File: config.mk
export PLATFORM = sky130hd
export DESIGN_NAME = pll_divider_dither_regs
export DESIGN_NICKNAME = d
export VERILOG_FILES = /design/src/core/pll_div_pkg.sv /design/src/core/pin_sync.sv /design/src/core/serial_shift.sv /design/src/core/pll_divider_dither_regs.sv
export VERILOG_INCLUDE_DIRS = /design/src /design/src/core
export SDC_FILE = /design/constraint.sdc
export NUM_CORES = 1
export LEC_CHECK = 0
export BUFFER_PORTS_ARGS = -buffer_cell sky130_fd_sc_hd__buf_2
export CAP_MARGIN = 20
export CORE_UTILIZATION = 51
export DETAILED_ROUTE_END_ITERATION = 10
export GPL_ROUTABILITY_DRIVEN = 1
export PLACE_DENSITY = 0.72
export SYNTH_ARGS = -nofsm -noshare
export SYNTH_HDL_FRONTEND = slang
export SYNTH_SLANG_ARGS = --single-unit
File: constraint.sdc
create_clock -name i_mclk -period 1.6 [get_ports i_mclk]
set_input_delay 0.08 -clock i_mclk [delete_from_list [all_inputs] [get_ports i_mclk]]
set_output_delay 0.08 -clock i_mclk [all_outputs]
set_load 0.05 [all_outputs]
File: src/core/pll_div_consts.svh
// Offsets, field positions, reset values and timing counts for the divider bank
`ifndef PLL_DIV_CONSTS_SVH
`define PLL_DIV_CONSTS_SVH

`define WORD_BITS 24
`define SEL_LSB 0
`define SEL_MSB 2
`define SEL_INT 3'h0
`define SEL_MOD 3'h1
`define SEL_FRAC 3'h2
`define SEL_DITH 3'h3

`define MODE_BIT 10
`define INT_LSB 3
`define INT_MSB 9
`define MOD_LSB 3
`define MOD_MSB 13
`define FRAC_LSB 3
`define FRAC_MSB 13
`define RST_LSB 3
`define RST_MSB 19
`define DEN_BIT 20
`define MAG_LSB 21
`define MAG_MSB 22
`define DITH_ZERO_BIT 23

`define INT_RESET 7'h38
`define MODE_RESET 1'h0
`define MOD_RESET 11'h600
`define FRAC_RESET 11'h300
`define RST_RESET 17'h00001
`define MAG_RESET 2'h0
`define DEN_RESET 1'h1

`define VCO_MULT 2
`define LO_DIV 4
`define CAL_PULSE_CYCLES 1

`endif

File: src/core/pll_div_pkg.sv
// Types shared by the divider register bank
package pll_div_pkg;
   typedef enum logic {mode_fractional, mode_integer} divide_mode_t;

   typedef struct packed {
      divide_mode_t divide_mode_select;
      logic [6:0] integer_ratio_field;
      logic [10:0] modulus_field;
      logic [10:0] numerator_field;
   } divider_cfg_t;

   typedef struct packed {
      logic [1:0] dither_magnitude;
      logic dither_on;
      logic [16:0] dither_restart;
   } dither_cfg_t;

   typedef struct packed {
      logic sclk;
      logic sdata;
      logic le;
   } serial_pins_t;
endpackage : pll_div_pkg

File: src/core/pin_sync.sv
// Two-flop synchroniser for the serial port pins
module pin_sync #(
   parameter int WIDTH = 3
) (
   input wire logic i_mclk, // System clock
   input wire logic i_rst, // Synchronous reset, active high
   input wire logic [WIDTH-1:0] i_async, // Pins from outside the domain
   output logic [WIDTH-1:0] o_sync // Synchronised copy
);
   logic [WIDTH-1:0] meta;

   if (WIDTH < 1) begin : g_bad_width
      $error("pin_sync: WIDTH must be at least 1");
   end

   // First stage feeds only the second
   always_ff @(posedge i_mclk) begin
      if (i_rst) begin
         meta <= '0;
         o_sync <= '0;
      end else begin
         meta <= i_async;
         o_sync <= meta;
      end
   end
endmodule : pin_sync

File: src/core/serial_shift.sv
// Serial word receiver: shifts on clock rising edges, latches on load strobe
module serial_shift #(
   parameter int WORD_BITS = 24
) (
   input wire logic i_mclk, // System clock
   input wire logic i_rst, // Synchronous reset, active high
   input wire logic i_sclk, // Synchronised serial clock
   input wire logic i_sdata, // Synchronised serial data
   input wire logic i_le, // Synchronised load enable
   output logic [WORD_BITS-1:0] o_word, // Completed word
   output logic o_word_valid // One-cycle pulse, word complete
);
   logic sclk_d;
   logic le_d;
   logic [WORD_BITS-1:0] shift;

   if (WORD_BITS < 4) begin : g_bad_width
      $error("serial_shift: WORD_BITS too small");
   end

   always_ff @(posedge i_mclk) begin
      if (i_rst) begin
         sclk_d <= 1'b0;
         le_d <= 1'b0;
      end else begin
         sclk_d <= i_sclk;
         le_d <= i_le;
      end
   end

   // MSB first; the newest bit lands in bit 0
   always_ff @(posedge i_mclk) begin
      if (i_rst) begin
         shift <= '0;
      end else if (i_sclk && !sclk_d) begin
         shift <= {shift[WORD_BITS-2:0], i_sdata};
      end
   end

   // Word is only handed on at load rising edge, never mid-shift
   always_ff @(posedge i_mclk) begin
      if (i_rst) begin
         o_word <= '0;
         o_word_valid <= 1'b0;
      end else begin
         o_word_valid <= i_le && !le_d;
         if (i_le && !le_d) begin
            o_word <= shift;
         end
      end
   end
endmodule : serial_shift

File: src/core/pll_divider_dither_regs.sv
// Divider and dither configuration registers behind the 3-wire serial port
//
// Functional notes
// - Select code 000 targets integer register
// - Fractional: VCO = PFD*(INT+FRAC/MOD)*2
// - LO equals VCO divided by four
// - Integer mode ignores fraction term
// - Select code 001 targets modulus register
// - Modulus bits 13..3, default 1536
// - Select code 010 targets numerator register
// - Numerator bits 13..3, default 768
// - Select code 011 targets dither register
// - Restart value bits 19..3, default 1
// - Magnitude codes 15/7/3/1, enable default on
// - Dither bit 23 zero, fields below
// - Mode bit 10, ratio 9..3, default 56
// - Divider writes start calibration
`include "pll_div_consts.svh"

module pll_divider_dither_regs #(
   parameter int WORD_BITS = `WORD_BITS
) (
   input wire logic i_mclk, // System clock, 40 MHz
   input wire logic i_rst, // Synchronous reset, active high
   input wire pll_div_pkg::serial_pins_t i_pins, // Serial clock, data, load
   output pll_div_pkg::divider_cfg_t o_divider, // Divider settings
   output pll_div_pkg::dither_cfg_t o_dither, // Dither settings
   output logic [4:0] o_dither_amplitude, // Decoded magnitude 15/7/3/1
   output logic o_frac_active, // Fraction term in use
   output logic [17:0] o_vco_int_mult, // Integer ratio times two (INT*2), fraction term excluded
   output logic [6:0] o_lo_div, // LO divisor from VCO
   output logic o_cal_start // One-cycle calibration request
);
   import pll_div_pkg::*;

   localparam logic [2:0] SEL_INT = `SEL_INT;
   localparam logic [2:0] SEL_MOD = `SEL_MOD;
   localparam logic [2:0] SEL_FRAC = `SEL_FRAC;
   localparam logic [2:0] SEL_DITH = `SEL_DITH;

   typedef enum logic [2:0] {
      tgt_int, tgt_mod, tgt_frac, tgt_dith, tgt_none
   } target_t;

   logic [2:0] pins_sync;
   logic [WORD_BITS-1:0] word;
   logic word_valid;
   target_t target;

   // Field positions are fixed, so only the documented word width works
   if (WORD_BITS != `WORD_BITS) begin : g_bad_width
      $error("WORD_BITS must be 24");
   end

   //////////////////////////////////////////////////////////////////////
   // Pin capture and word assembly

   pin_sync #(.WIDTH(3)) u_sync (
      .i_mclk(i_mclk),
      .i_rst(i_rst),
      .i_async({i_pins.sclk, i_pins.sdata, i_pins.le}),
      .o_sync(pins_sync)
   );

   serial_shift #(.WORD_BITS(WORD_BITS)) u_shift (
      .i_mclk(i_mclk),
      .i_rst(i_rst),
      .i_sclk(pins_sync[2]),
      .i_sdata(pins_sync[1]),
      .i_le(pins_sync[0]),
      .o_word(word),
      .o_word_valid(word_valid)
   );

   //////////////////////////////////////////////////////////////////////
   // Address decode

   // Codes 100..111 belong to registers outside this bank
   function automatic target_t decode_sel(input logic [2:0] sel);
      if (sel == SEL_INT) begin
         return tgt_int;
      end else if (sel == SEL_MOD) begin
         return tgt_mod;
      end else if (sel == SEL_FRAC) begin
         return tgt_frac;
      end else if (sel == SEL_DITH) begin
         return tgt_dith;
      end else begin
         return tgt_none;
      end
   endfunction : decode_sel

   function automatic logic [4:0] magnitude_value(input logic [1:0] code);
      case (code)
         2'h0: return 5'h0f;
         2'h1: return 5'h07;
         2'h2: return 5'h03;
         default: return 5'h01;
      endcase
   endfunction : magnitude_value

   assign target = decode_sel(word[`SEL_MSB:`SEL_LSB]);

   //////////////////////////////////////////////////////////////////////
   // Integer divide register

   // Fields change only on a latched complete word
   always_ff @(posedge i_mclk) begin
      if (i_rst) begin
         o_divider.divide_mode_select <= divide_mode_t'(`MODE_RESET);
         o_divider.integer_ratio_field <= `INT_RESET;
      end else if (word_valid && target == tgt_int) begin
         o_divider.divide_mode_select <=
            divide_mode_t'(word[`MODE_BIT]);
         o_divider.integer_ratio_field <= word[`INT_MSB:`INT_LSB];
      end
   end

   //////////////////////////////////////////////////////////////////////
   // Modulus register

   always_ff @(posedge i_mclk) begin
      if (i_rst) begin
         o_divider.modulus_field <= `MOD_RESET;
      end else if (word_valid && target == tgt_mod) begin
         o_divider.modulus_field <= word[`MOD_MSB:`MOD_LSB];
      end
   end

   //////////////////////////////////////////////////////////////////////
   // Fractional numerator register

   // No range check: keeping it under the modulus is the host's job
   always_ff @(posedge i_mclk) begin
      if (i_rst) begin
         o_divider.numerator_field <= `FRAC_RESET;
      end else if (word_valid && target == tgt_frac) begin
         o_divider.numerator_field <= word[`FRAC_MSB:`FRAC_LSB];
      end
   end

   //////////////////////////////////////////////////////////////////////
   // Dither register

   // Bit 23 is a must-be-zero bit and the magnitude sits below it
   always_ff @(posedge i_mclk) begin
      if (i_rst) begin
         o_dither.dither_magnitude <= `MAG_RESET;
         o_dither.dither_on <= `DEN_RESET;
         o_dither.dither_restart <= `RST_RESET;
         o_dither_amplitude <= magnitude_value(`MAG_RESET);
      end else if (word_valid && target == tgt_dith) begin
         o_dither.dither_magnitude <= word[`MAG_MSB:`MAG_LSB];
         o_dither.dither_on <= word[`DEN_BIT];
         o_dither.dither_restart <= word[`RST_MSB:`RST_LSB];
         o_dither_amplitude <=
            magnitude_value(word[`MAG_MSB:`MAG_LSB]);
      end
   end

   //////////////////////////////////////////////////////////////////////
   // Calibration trigger

   // Dither writes do not recalibrate, so they must precede divider writes
   always_ff @(posedge i_mclk) begin
      if (i_rst) begin
         o_cal_start <= 1'b0;
      end else begin
         o_cal_start <= word_valid && (target == tgt_int ||
            target == tgt_mod || target == tgt_frac);
      end
   end

   //////////////////////////////////////////////////////////////////////
   // Frequency plan outputs

   // VCO = PFD * (INT + FRAC/MOD) * 2; the fraction term is dropped in
   // integer mode. Integer product is registered; fraction stays as
   // numerator/modulus on the divider outputs.
   always_ff @(posedge i_mclk) begin
      if (i_rst) begin
         o_frac_active <= 1'b1;
         o_vco_int_mult <= 18'(`INT_RESET * `VCO_MULT);
      end else begin
         o_frac_active <= (o_divider.divide_mode_select ==
            mode_fractional);
         o_vco_int_mult <= 18'(o_divider.integer_ratio_field *
            `VCO_MULT);
      end
   end

   // LO is the VCO divided by four
   always_ff @(posedge i_mclk) begin
      if (i_rst) begin
         o_lo_div <= 7'(`LO_DIV);
      end else begin
         o_lo_div <= 7'(`LO_DIV);
      end
   end
endmodule : pll_divider_dither_regs

; ---- Yosys cells after proc, flatten, opt, wreduce, memory -nomap -nowiden
; Index checks and enable logic that the tools add are counted.
; W data, S select, Z words.
[classes]
eq_ne = 8
n_mux = 5
bitwise_logic = 1
n_reduce_logical = 14
[ops]
columns = op, count
row1 = $eq A3 B2 Y1 const B, 4
row2 = $mux W3, 4
row3 = $pmux W4 S3, 1
row4 = $logic_and A1 B1 Y1, 7
row5 = $eq A3 B1 Y1 const B, 2
row6 = $logic_not A3 Y1, 2
row7 = $eq A2 B1 Y1 const B, 1
row8 = $eq A2 B2 Y1 const B, 1
row9 = $logic_not A1 Y1, 2
row10 = $logic_not A2 Y1, 1
row11 = $logic_or A1 B1 Y1, 2
row12 = $not A1 Y1, 1
[totals]
ff_bits = 130
input_bits = 5
wordCells = 47

; ---- Logic depth before layout (Yosys ltp)
; Gate-level depths: netlist of run 1.
[depth]
word_depth = 9
ltp_mapped = 5
depth_no_buf = 3

; ---- Modules after synthesis
; Synthesis of run 1 repeated with hierarchy kept, for this count alone.
[unflattened]
cells_unflattened = 428
hier_area_um2 = 4693.3
[by_module_without_submodules]
columns = mod, instances, cells_each, area_per_inst_um2, seq_area_each_um2
row1 = pll_divider_dither_regs, 1, 249, 2565.0, 1241.2
row2 = serial_shift, 1, 167, 1970.6, 1021.0
row3 = pin_sync, 1, 12, 157.7, 120.1

; ---- Worst setup path before layout of run 1
; Ideal clock, no wire load.
[synth_timing]
kind = reg2reg
from = reg u_shift.o_word[0]
to = reg o_divider[29] (netlist bit)
arrival_time_ns = 1.273
required_ns = 1.472
setup_slack_ns = 0.199
path_stages_with_launch = 6
cell_sequence = dfxtp_1 > buf_6 > or4b_4 > buf_6 > mux2i_1 > nor2_1
[synth_between]
elab_chain_cells = 7
[synth_lines]
columns = element, line
row1 = "start, declared", serial_shift.sv:10  ; output logic [WORD_BITS-1:0] o_word,
row2 = "start signal, assigned", serial_shift.sv:48  ; o_word <= shift;
row3 = $eq A3 B2 Y1, pll_divider_dither_regs.sv:86  ; end else if (sel == SEL_DITH) begin
row4 = $mux W3, pll_divider_dither_regs.sv:86
row5 = $mux W3, pll_divider_dither_regs.sv:84  ; end else if (sel == SEL_FRAC) begin
row6 = $mux W3, pll_divider_dither_regs.sv:82  ; end else if (sel == SEL_MOD) begin
row7 = $mux W3 *, pll_divider_dither_regs.sv:80  ; if (sel == SEL_INT) begin
row8 = $logic_not A3 Y1 *, pll_divider_dither_regs.sv:112  ; end else if (word_valid && target == tgt_int) begin
row9 = $logic_and A1 B1 Y1 *, pll_divider_dither_regs.sv:112
row10 = "end, declared", pll_divider_dither_regs.sv:26  ; output pll_div_pkg::divider_cfg_t o_divider,
; Every way passes the cells marked *; elsewhere a longest branch is shown, timed or not.
; A chain may end at the register's enable or synchronous reset.

; ---- Worst setup path in the final report of run 1
[layout_timing]
from = reg u_shift.o_word[0]
to = reg o_divider[24] (netlist bit)
; The elaborated chain is that of the path after synthesis.

==> results of run 1 <==
-- cell usage after synthesis --
cell	n	share of area
sky130_fd_sc_hd__and4bb_2	2	0.0061
sky130_fd_sc_hd__nand4bb_1	2	0.0055
sky130_fd_sc_hd__a2111oi_0	1	0.0021
sky130_fd_sc_hd__dfxtp_1	117	0.57
sky130_fd_sc_hd__nor2_1	16	0.015
sky130_fd_sc_hd__a211o_1	2	0.0043
sky130_fd_sc_hd__nor3_1	16	0.019
sky130_fd_sc_hd__nand2_1	165	0.15
sky130_fd_sc_hd__conb_1	2	0.0018
sky130_fd_sc_hd__inv_1	4	0.0036
sky130_fd_sc_hd__a21oi_1	87	0.11
sky130_fd_sc_hd__buf_2	2	0.0024
sky130_fd_sc_hd__nand4b_1	1	0.0021
sky130_fd_sc_hd__buf_6	2	0.0055
sky130_fd_sc_hd__and4b_1	1	0.0024
sky130_fd_sc_hd__clkbuf_1	30	0.027
sky130_fd_sc_hd__or4b_4	1	0.0033
sky130_fd_sc_hd__buf_4	20	0.036
sky130_fd_sc_hd__nand2b_1	3	0.0046
sky130_fd_sc_hd__nor2b_1	14	0.021
sky130_fd_sc_hd__mux2i_1	5	0.012
-- metrics by stage --
step	hold WS, ns	setup slack, ns
6_report	0.319	0.212
5_1_grt	0.314	0.148
4_1_cts	0.304	0.214
3_5_place_dp	0.299	0.219
3_3_place_gp	0.290	0.255
2_1_floorplan	0.208	0.199
-- per-layer routing --
| metal | track usage | vias to the layer above | wire (um) |
|---|---|---|---|
| li1 | - | 1681 | - |
| met2 | 0.351 | 90 | 4080 |
| met3 | 0.0705 | 11 | 409 |
| met4 | 0.0846 | 0 | 106 |
| met1 | 0.279 | 1534 | 3990 |
| met5 | 0 | - | 0 |
-- logic make-up after synthesis --
group	synth area share
compound gates	0.112
buf+inv	0.0754
flops	0.569
mux	0.0122
other cells	0.00182
simple gates	0.230
-- worst paths after layout --
kind,from,endpoint,slack [ns],cells after the start
max,u_shift.o_word[0]$_SDFFE_PP0P_,o_divider[24]$_SDFFE_PP0P_,0.21,3
min,i_pins[0],u_sync.meta[0]$_SDFF_PP0_,0.32,3
max reg2reg,u_shift.o_word[0]$_SDFFE_PP0P_,o_divider[24]$_SDFFE_PP0P_,0.21,3
min reg2reg,o_divider[29]$_SDFFE_PP0P_,o_frac_active$_SDFF_PP1_,0.42,1
-- tightest hold or removal path: cells and delay by family --
kind	cells	cell delay, ns
buffers and inverters	2	0.61
and+or+nand+nor	1	0.10
-- area by class of cell --
class	instances	share of cell area
inverter	4	0.00293
multi-input combinational	336	0.300
clock inverter	9	0.0293
tap	102	0.0249
clock buffer	22	0.0905
sequential	117	0.458
timing repair buffer	80	0.0949
-- power groups by stage --
stage | combinational [mW] | sequential (mW) | clock (mW)
6_report | 0.248 | 2.94 | 3.87
5_1_grt | 0.264 | 2.94 | 4.07
3_3_place_gp | 0.238 | 3.00 | 0
4_1_cts | 0.248 | 2.94 | 3.91
2_1_floorplan | 0.222 | 3.01 | 0
3_5_place_dp | 0.240 | 3.00 | 0
-- flip-flops by register name, indices dropped and copies added (netlist names) --
| register | flops |
|---|---|
| u_shift.o_word | 23 |
| u_sync.meta | 3 |
| u_sync.o_sync | 3 |
| u_shift.le_d | 1 |
| o_dither | 20 |
| o_vco_int_mult | 7 |
| o_dither_amplitude | 3 |
| o_cal_start | 1 |
| u_shift.o_word_valid | 1 |
| o_divider | 30 |
| u_shift.sclk_d | 1 |
| u_shift.shift | 23 |
| o_frac_active | 1 |
==> implementation parameters, run 1 <==
Parameter                              Value

STA
  Worst-Margin Slew    0.524 ns
  Period minus WS final    1.39 ns
  Maximum clock frequency    721 MHz
  Setup total negative slack    0 ns
  Max-slew headroom at the worst pin    0.642
  Setup repair after global routing missed its margin    no
  Count of final hold-check violations    0
  Setup violations, final    0
  Post-route clock period utilization    0.867
  Maximum clock skew at final layout    0.00762 ns
  Final Max Tran Viols    0

Setup path
  Crit path required time    1.99 ns
  Critical path class    flip-flop to flip-flop
  List of cells traversed by the critical path    or4b_4 > mux2i_1 > nor2_1
  Crit path largest cell delay    0.66 ns
  Largest driver fanout on the critical path    11
  Slowest stage cell, crit path    sky130_fd_sc_hd__or4b_4
  Arrival time reported for the critical path endpoint    1.78 ns
  Crit path max-delay family    simple AND/OR/NAND/NOR gates
  Number of buffer and inverter instances along the worst setup path    0
  Kind of start point of the critical path    flip-flop
  Kind of end point of the critical path    flip-flop

Floorplan
  Starting utilization of the core area    0.530
  Core area    7770 um^2
  Die outline width    91.9 um
  Total die area    8440 um^2
  Top-Level Pins    87
  Die Span Y    91.9 um
  # rows    32

Drt
  First-pass iteration count of the detailed router    6
  DRC Markers    0
  Vias per inst    4.95
  Final WL    8590 um
  Count of nets left with antenna violations after detail routing    0
  Total number of vias    3316
  Average wire per standard cell    12.8 um
  Number of violations reported at the end of detailed-routing iteration 0    183

Logic synthesis
  Flop and latch count out of synthesis    117
  Combined area of all synthesized cells    4120 um^2
  Post-Synthesis Cells    493
  Sequential share of the synthesized area    0.569
  Mean post-synth cell area    8.35 um^2
  Number of warning messages in the yosys log    0
  Yosys cell types    21

CTS
  Clk_lat worst skew    0.51 ns
  Number of resized instances in the post-cts repair step    0
  Count of clock tree sinks    117
  Number of buffers created by CTS    17
  Clock tree from TritonCTS    built
  Number of buffers inserted by post-CTS setup repair    0
  H-tree depth reported by CTS    4
  Count of hold buffers inserted by post-cts repair    4
  Root buffer selected by CTS    sky130_fd_sc_hd__clkbuf_8
  Largest buffer count on any clock path    2
  Clock-pin slew on the worst setup and hold paths    0.05 ns

Pwr
  Relative contribution of sequential cells to total power    0.416
  Switching share of power    0.205
  Worst ir drop on vdd    1.29 mV
  Pleak    2.00 nW
  Clock power share    0.548
  Final Power    7.05 mW
  Power density relative to cell area    1380 nW/um^2
  Proportion of power drawn by combinational gates    0.035
  P_int    5.61 mW
  Net switching power figure    1.45 mW

Final layout
  Antenna cells    0
  Area occupied by multi-input gates    1530 um^2
  Cell Count, Final, Fillers Out    670
  Area of all sequential standard cells    2340 um^2
  Fraction of final layout cells sized beyond drive strength 1    0.190
  Most common cell after layout, fill and taps aside    sky130_fd_sc_hd__nand2_1
  Final net count    561
  Post-route core utilization    0.659
  Final Instance Area    5120 um^2
  Most frequent cells in the layout    sky130_fd_sc_hd__nand2_1, sky130_fd_sc_hd__dfxtp_1, sky130_fd_sc_hd__a21oi_1
  Area growth, synth to finish    24.2%
  Fill cells    630

GRT
  Pin count of the biggest net entering global routing    52
  Residual overflow from global routing    0
  Number of global-route vias before repair    3004
  Initial antenna violation count    0
  Global-route wire length before repair    14300 um
  Total global-route track usage    0.221

Place
  Port Buffer Count    66
  Final GP Congestion    0.792
  Dpl hpwl    5410 um
  DP Area    4460 um^2
  Placed cells    635

Min path
  Worst min-delay path class    input pin to flip-flop

Run status
  Result of the run    complete, no violations

Flow run
  Max-capacitance violation count    0
Note: power is estimated with default switching activity, not from simulation.
==> run 2: changes to the inputs <==
--- a/config.mk
+++ b/config.mk
@@ -8,10 +8,11 @@
 export LEC_CHECK = 0
 export BUFFER_PORTS_ARGS = -buffer_cell sky130_fd_sc_hd__buf_2
 export CAP_MARGIN = 20
-export CORE_UTILIZATION = 51
+export CORE_UTILIZATION = 53
 export DETAILED_ROUTE_END_ITERATION = 10
 export GPL_ROUTABILITY_DRIVEN = 1
-export PLACE_DENSITY = 0.72
+export PLACE_DENSITY = 0.75
+export SLEW_MARGIN = 20
 export SYNTH_ARGS = -nofsm -noshare
 export SYNTH_HDL_FRONTEND = slang
 export SYNTH_SLANG_ARGS = --single-unit
==> run 2 against run 1 <==
Effect of this change:
- die area is 3.7% lower
- critical path depth unchanged
- first-iteration DRC count fell by 19%
- largest cell class unchanged
- core utilization grew 2.6 points
- final area shrank 1.3%
- via count did not move
- global-route usage about the same
- clock skew down 0.0019 ns
- cell count shrank 0.75%
- total power down 4.0%
- worst hold slack hardly changed
==> implementation parameters, run 2 (synthesis gave the netlist of run 1 again) <==
Parameter                              Value

Final layout
  Final Instance Area    5050 um^2
  Antenna cells    0
  Final net count    560
  Cell Count, Final, Fillers Out    665
  Post-route core utilization    0.685
  Most common cell after layout, fill and taps aside    sky130_fd_sc_hd__nand2_1
  Fill cells    588
  Top register by number of flip-flops    o_divider
  Area growth, synth to finish    22.6%
  Largest registers    o_divider: 30 flops, u_shift.o_word: 23 flops, u_shift.shift: 23 flops
  Most frequent cells in the layout    sky130_fd_sc_hd__nand2_1, sky130_fd_sc_hd__dfxtp_1, sky130_fd_sc_hd__a21oi_1
  Number of flip-flops in the largest register    30
  Fraction of final layout cells sized beyond drive strength 1    0.187

Drt
  Total number of vias    3316
  Routed met1 length    3710 um
  Met2 Routed Length    4180 um
  Count of nets left with antenna violations after detail routing    0
  Wire length on met3    455 um
  Number of violations reported at the end of detailed-routing iteration 0    149
  Final WL    8440 um
  Vias per inst    4.99
  DRC Markers    0
  First-pass iteration count of the detailed router    6
  DR top layer    met4
  Average wire per standard cell    12.7 um

Place
  Placed cells    631
  Final GP Congestion    0.802
  DP Area    4440 um^2
  Place WS    0.217 ns
  Dpl hpwl    5370 um
  Port Buffer Count    66

Setup path
  Kind of end point of the critical path    flip-flop
  Worst R2R Start    u_shift.o_word[0]$_SDFFE_PP0P_
  Reg-to-reg setup timing slack    0.21 ns
  Kind of start point of the critical path    flip-flop
  Largest driver fanout on the critical path    11
  Crit path required time    1.99 ns
  Reg2reg path depth    3
  Arrival time reported for the critical path endpoint    1.78 ns
  Destination of the worst register-to-register timing path    o_divider[23]$_SDFFE_PP0P_
  Critical path class    flip-flop to flip-flop

STA
  Setup repair after global routing missed its margin    no
  Period minus WS final    1.39 ns
  Final critical-path setup slack    0.207 ns
  Post-route clock period utilization    0.871
  Maximum clock frequency    718 MHz
  Setup violations, final    0
  Setup total negative slack    0 ns
  Final hold slack    0.319 ns
  Maximum clock skew at final layout    0.00576 ns
  Final Max Tran Viols    0
  Count of final hold-check violations    0

CTS
  H-tree depth reported by CTS    4
  Number of buffers inserted by post-CTS setup repair    0
  Largest buffer count on any clock path    2
  Clk_lat worst skew    0.51 ns
  Clock tree from TritonCTS    built
  Count of hold buffers inserted by post-cts repair    4
  Number of resized instances in the post-cts repair step    0
  Root buffer selected by CTS    sky130_fd_sc_hd__clkbuf_8
  Number of buffers created by CTS    17
  Clock-pin slew on the worst setup and hold paths    0.05 ns
  Count of clock tree sinks    117

GRT
  Total global-route track usage    0.221
  Global-route wire length before repair    14200 um
  Pin count of the biggest net entering global routing    63
  Residual overflow from global routing    0
  Number of global-route vias before repair    3029
  Initial antenna violation count    0

Pwr
  Final Power    6.77 mW
  Proportion of power drawn by combinational gates    0.036
  Switching share of power    0.210
  Worst ir drop on vdd    1.27 mV
  Clock power share    0.530
  Relative contribution of sequential cells to total power    0.434
  P_int    5.35 mW
  Net switching power figure    1.42 mW
  Pleak    1.97 nW
  Power density relative to cell area    1340 nW/um^2

Floorplan
  Die Span Y    90.1 um
  Starting utilization of the core area    0.559
  Die outline width    90.1 um
  Top-Level Pins    87
  # rows    31
  Total die area    8130 um^2
  Core area    7370 um^2

Flow run
  Max-capacitance violation count    0

Min path
  Number of cells on the worst hold path    3
  Worst min-delay path class    input pin to flip-flop
  Hold path endpoint    u_sync.meta[1]$_SDFF_PP0_
  Hold Crit Start    i_pins[1]

Run status
  Result of the run    complete, no violations
==> run 2: worst max path at each step <==
stage,endpoint,from,cells after the start
final,o_divider[23]$_SDFFE_PP0P_,u_shift.o_word[0]$_SDFFE_PP0P_,3
after global routing,o_divider[23]$_SDFFE_PP0P_,u_shift.o_word[0]$_SDFFE_PP0P_,3
after CTS,o_divider[24]$_SDFFE_PP0P_,u_shift.o_word[0]$_SDFFE_PP0P_,3
after detailed placement,o_divider[24]$_SDFFE_PP0P_,u_shift.o_word[0]$_SDFFE_PP0P_,3
after global placement,o_divider[23]$_SDFFE_PP0P_,u_shift.o_word[0]$_SDFFE_PP0P_,3
after floorplan,o_divider[29]$_SDFFE_PP0P_,u_shift.o_word[0]$_SDFFE_PP0P_,5
==> run 2: cell type report <==
type,count,area [um^2],area share
sequential,117,2340,0.464
multi-input combinational,336,1530,0.304
timing repair buffer,79,465,0.0922
clock buffer,20,435,0.0863
clock inverter,10,133,0.0263
tap,99,124,0.0245
inverter,4,15.0,0.00297
==> run 2: per-layer routing <==
metal,up-vias,track usage
li1,1682,-
met1,1511,0.260
met2,113,0.371
met3,10,0.0626
met4,0,0.106
met5,-,0
==> run 2: power by group through the flow <==
stage	Combinational, mW	Clock (mW)	Sequential, mW
finish	0.241	3.59	2.94
global route	0.254	3.79	2.94
CTS	0.240	3.63	2.94
detailed placement	0.232	0	3.00
global placement	0.232	0	3.00
floorplan	0.222	0	3.01
==> run 2: critical path: stages (launching register included) <==
cell and delay [ns]:
sky130_fd_sc_hd__dfxtp_1 0.37, sky130_fd_sc_hd__or4b_4 0.66, sky130_fd_sc_hd__mux2i_1 0.19, sky130_fd_sc_hd__nor2_1 0.05
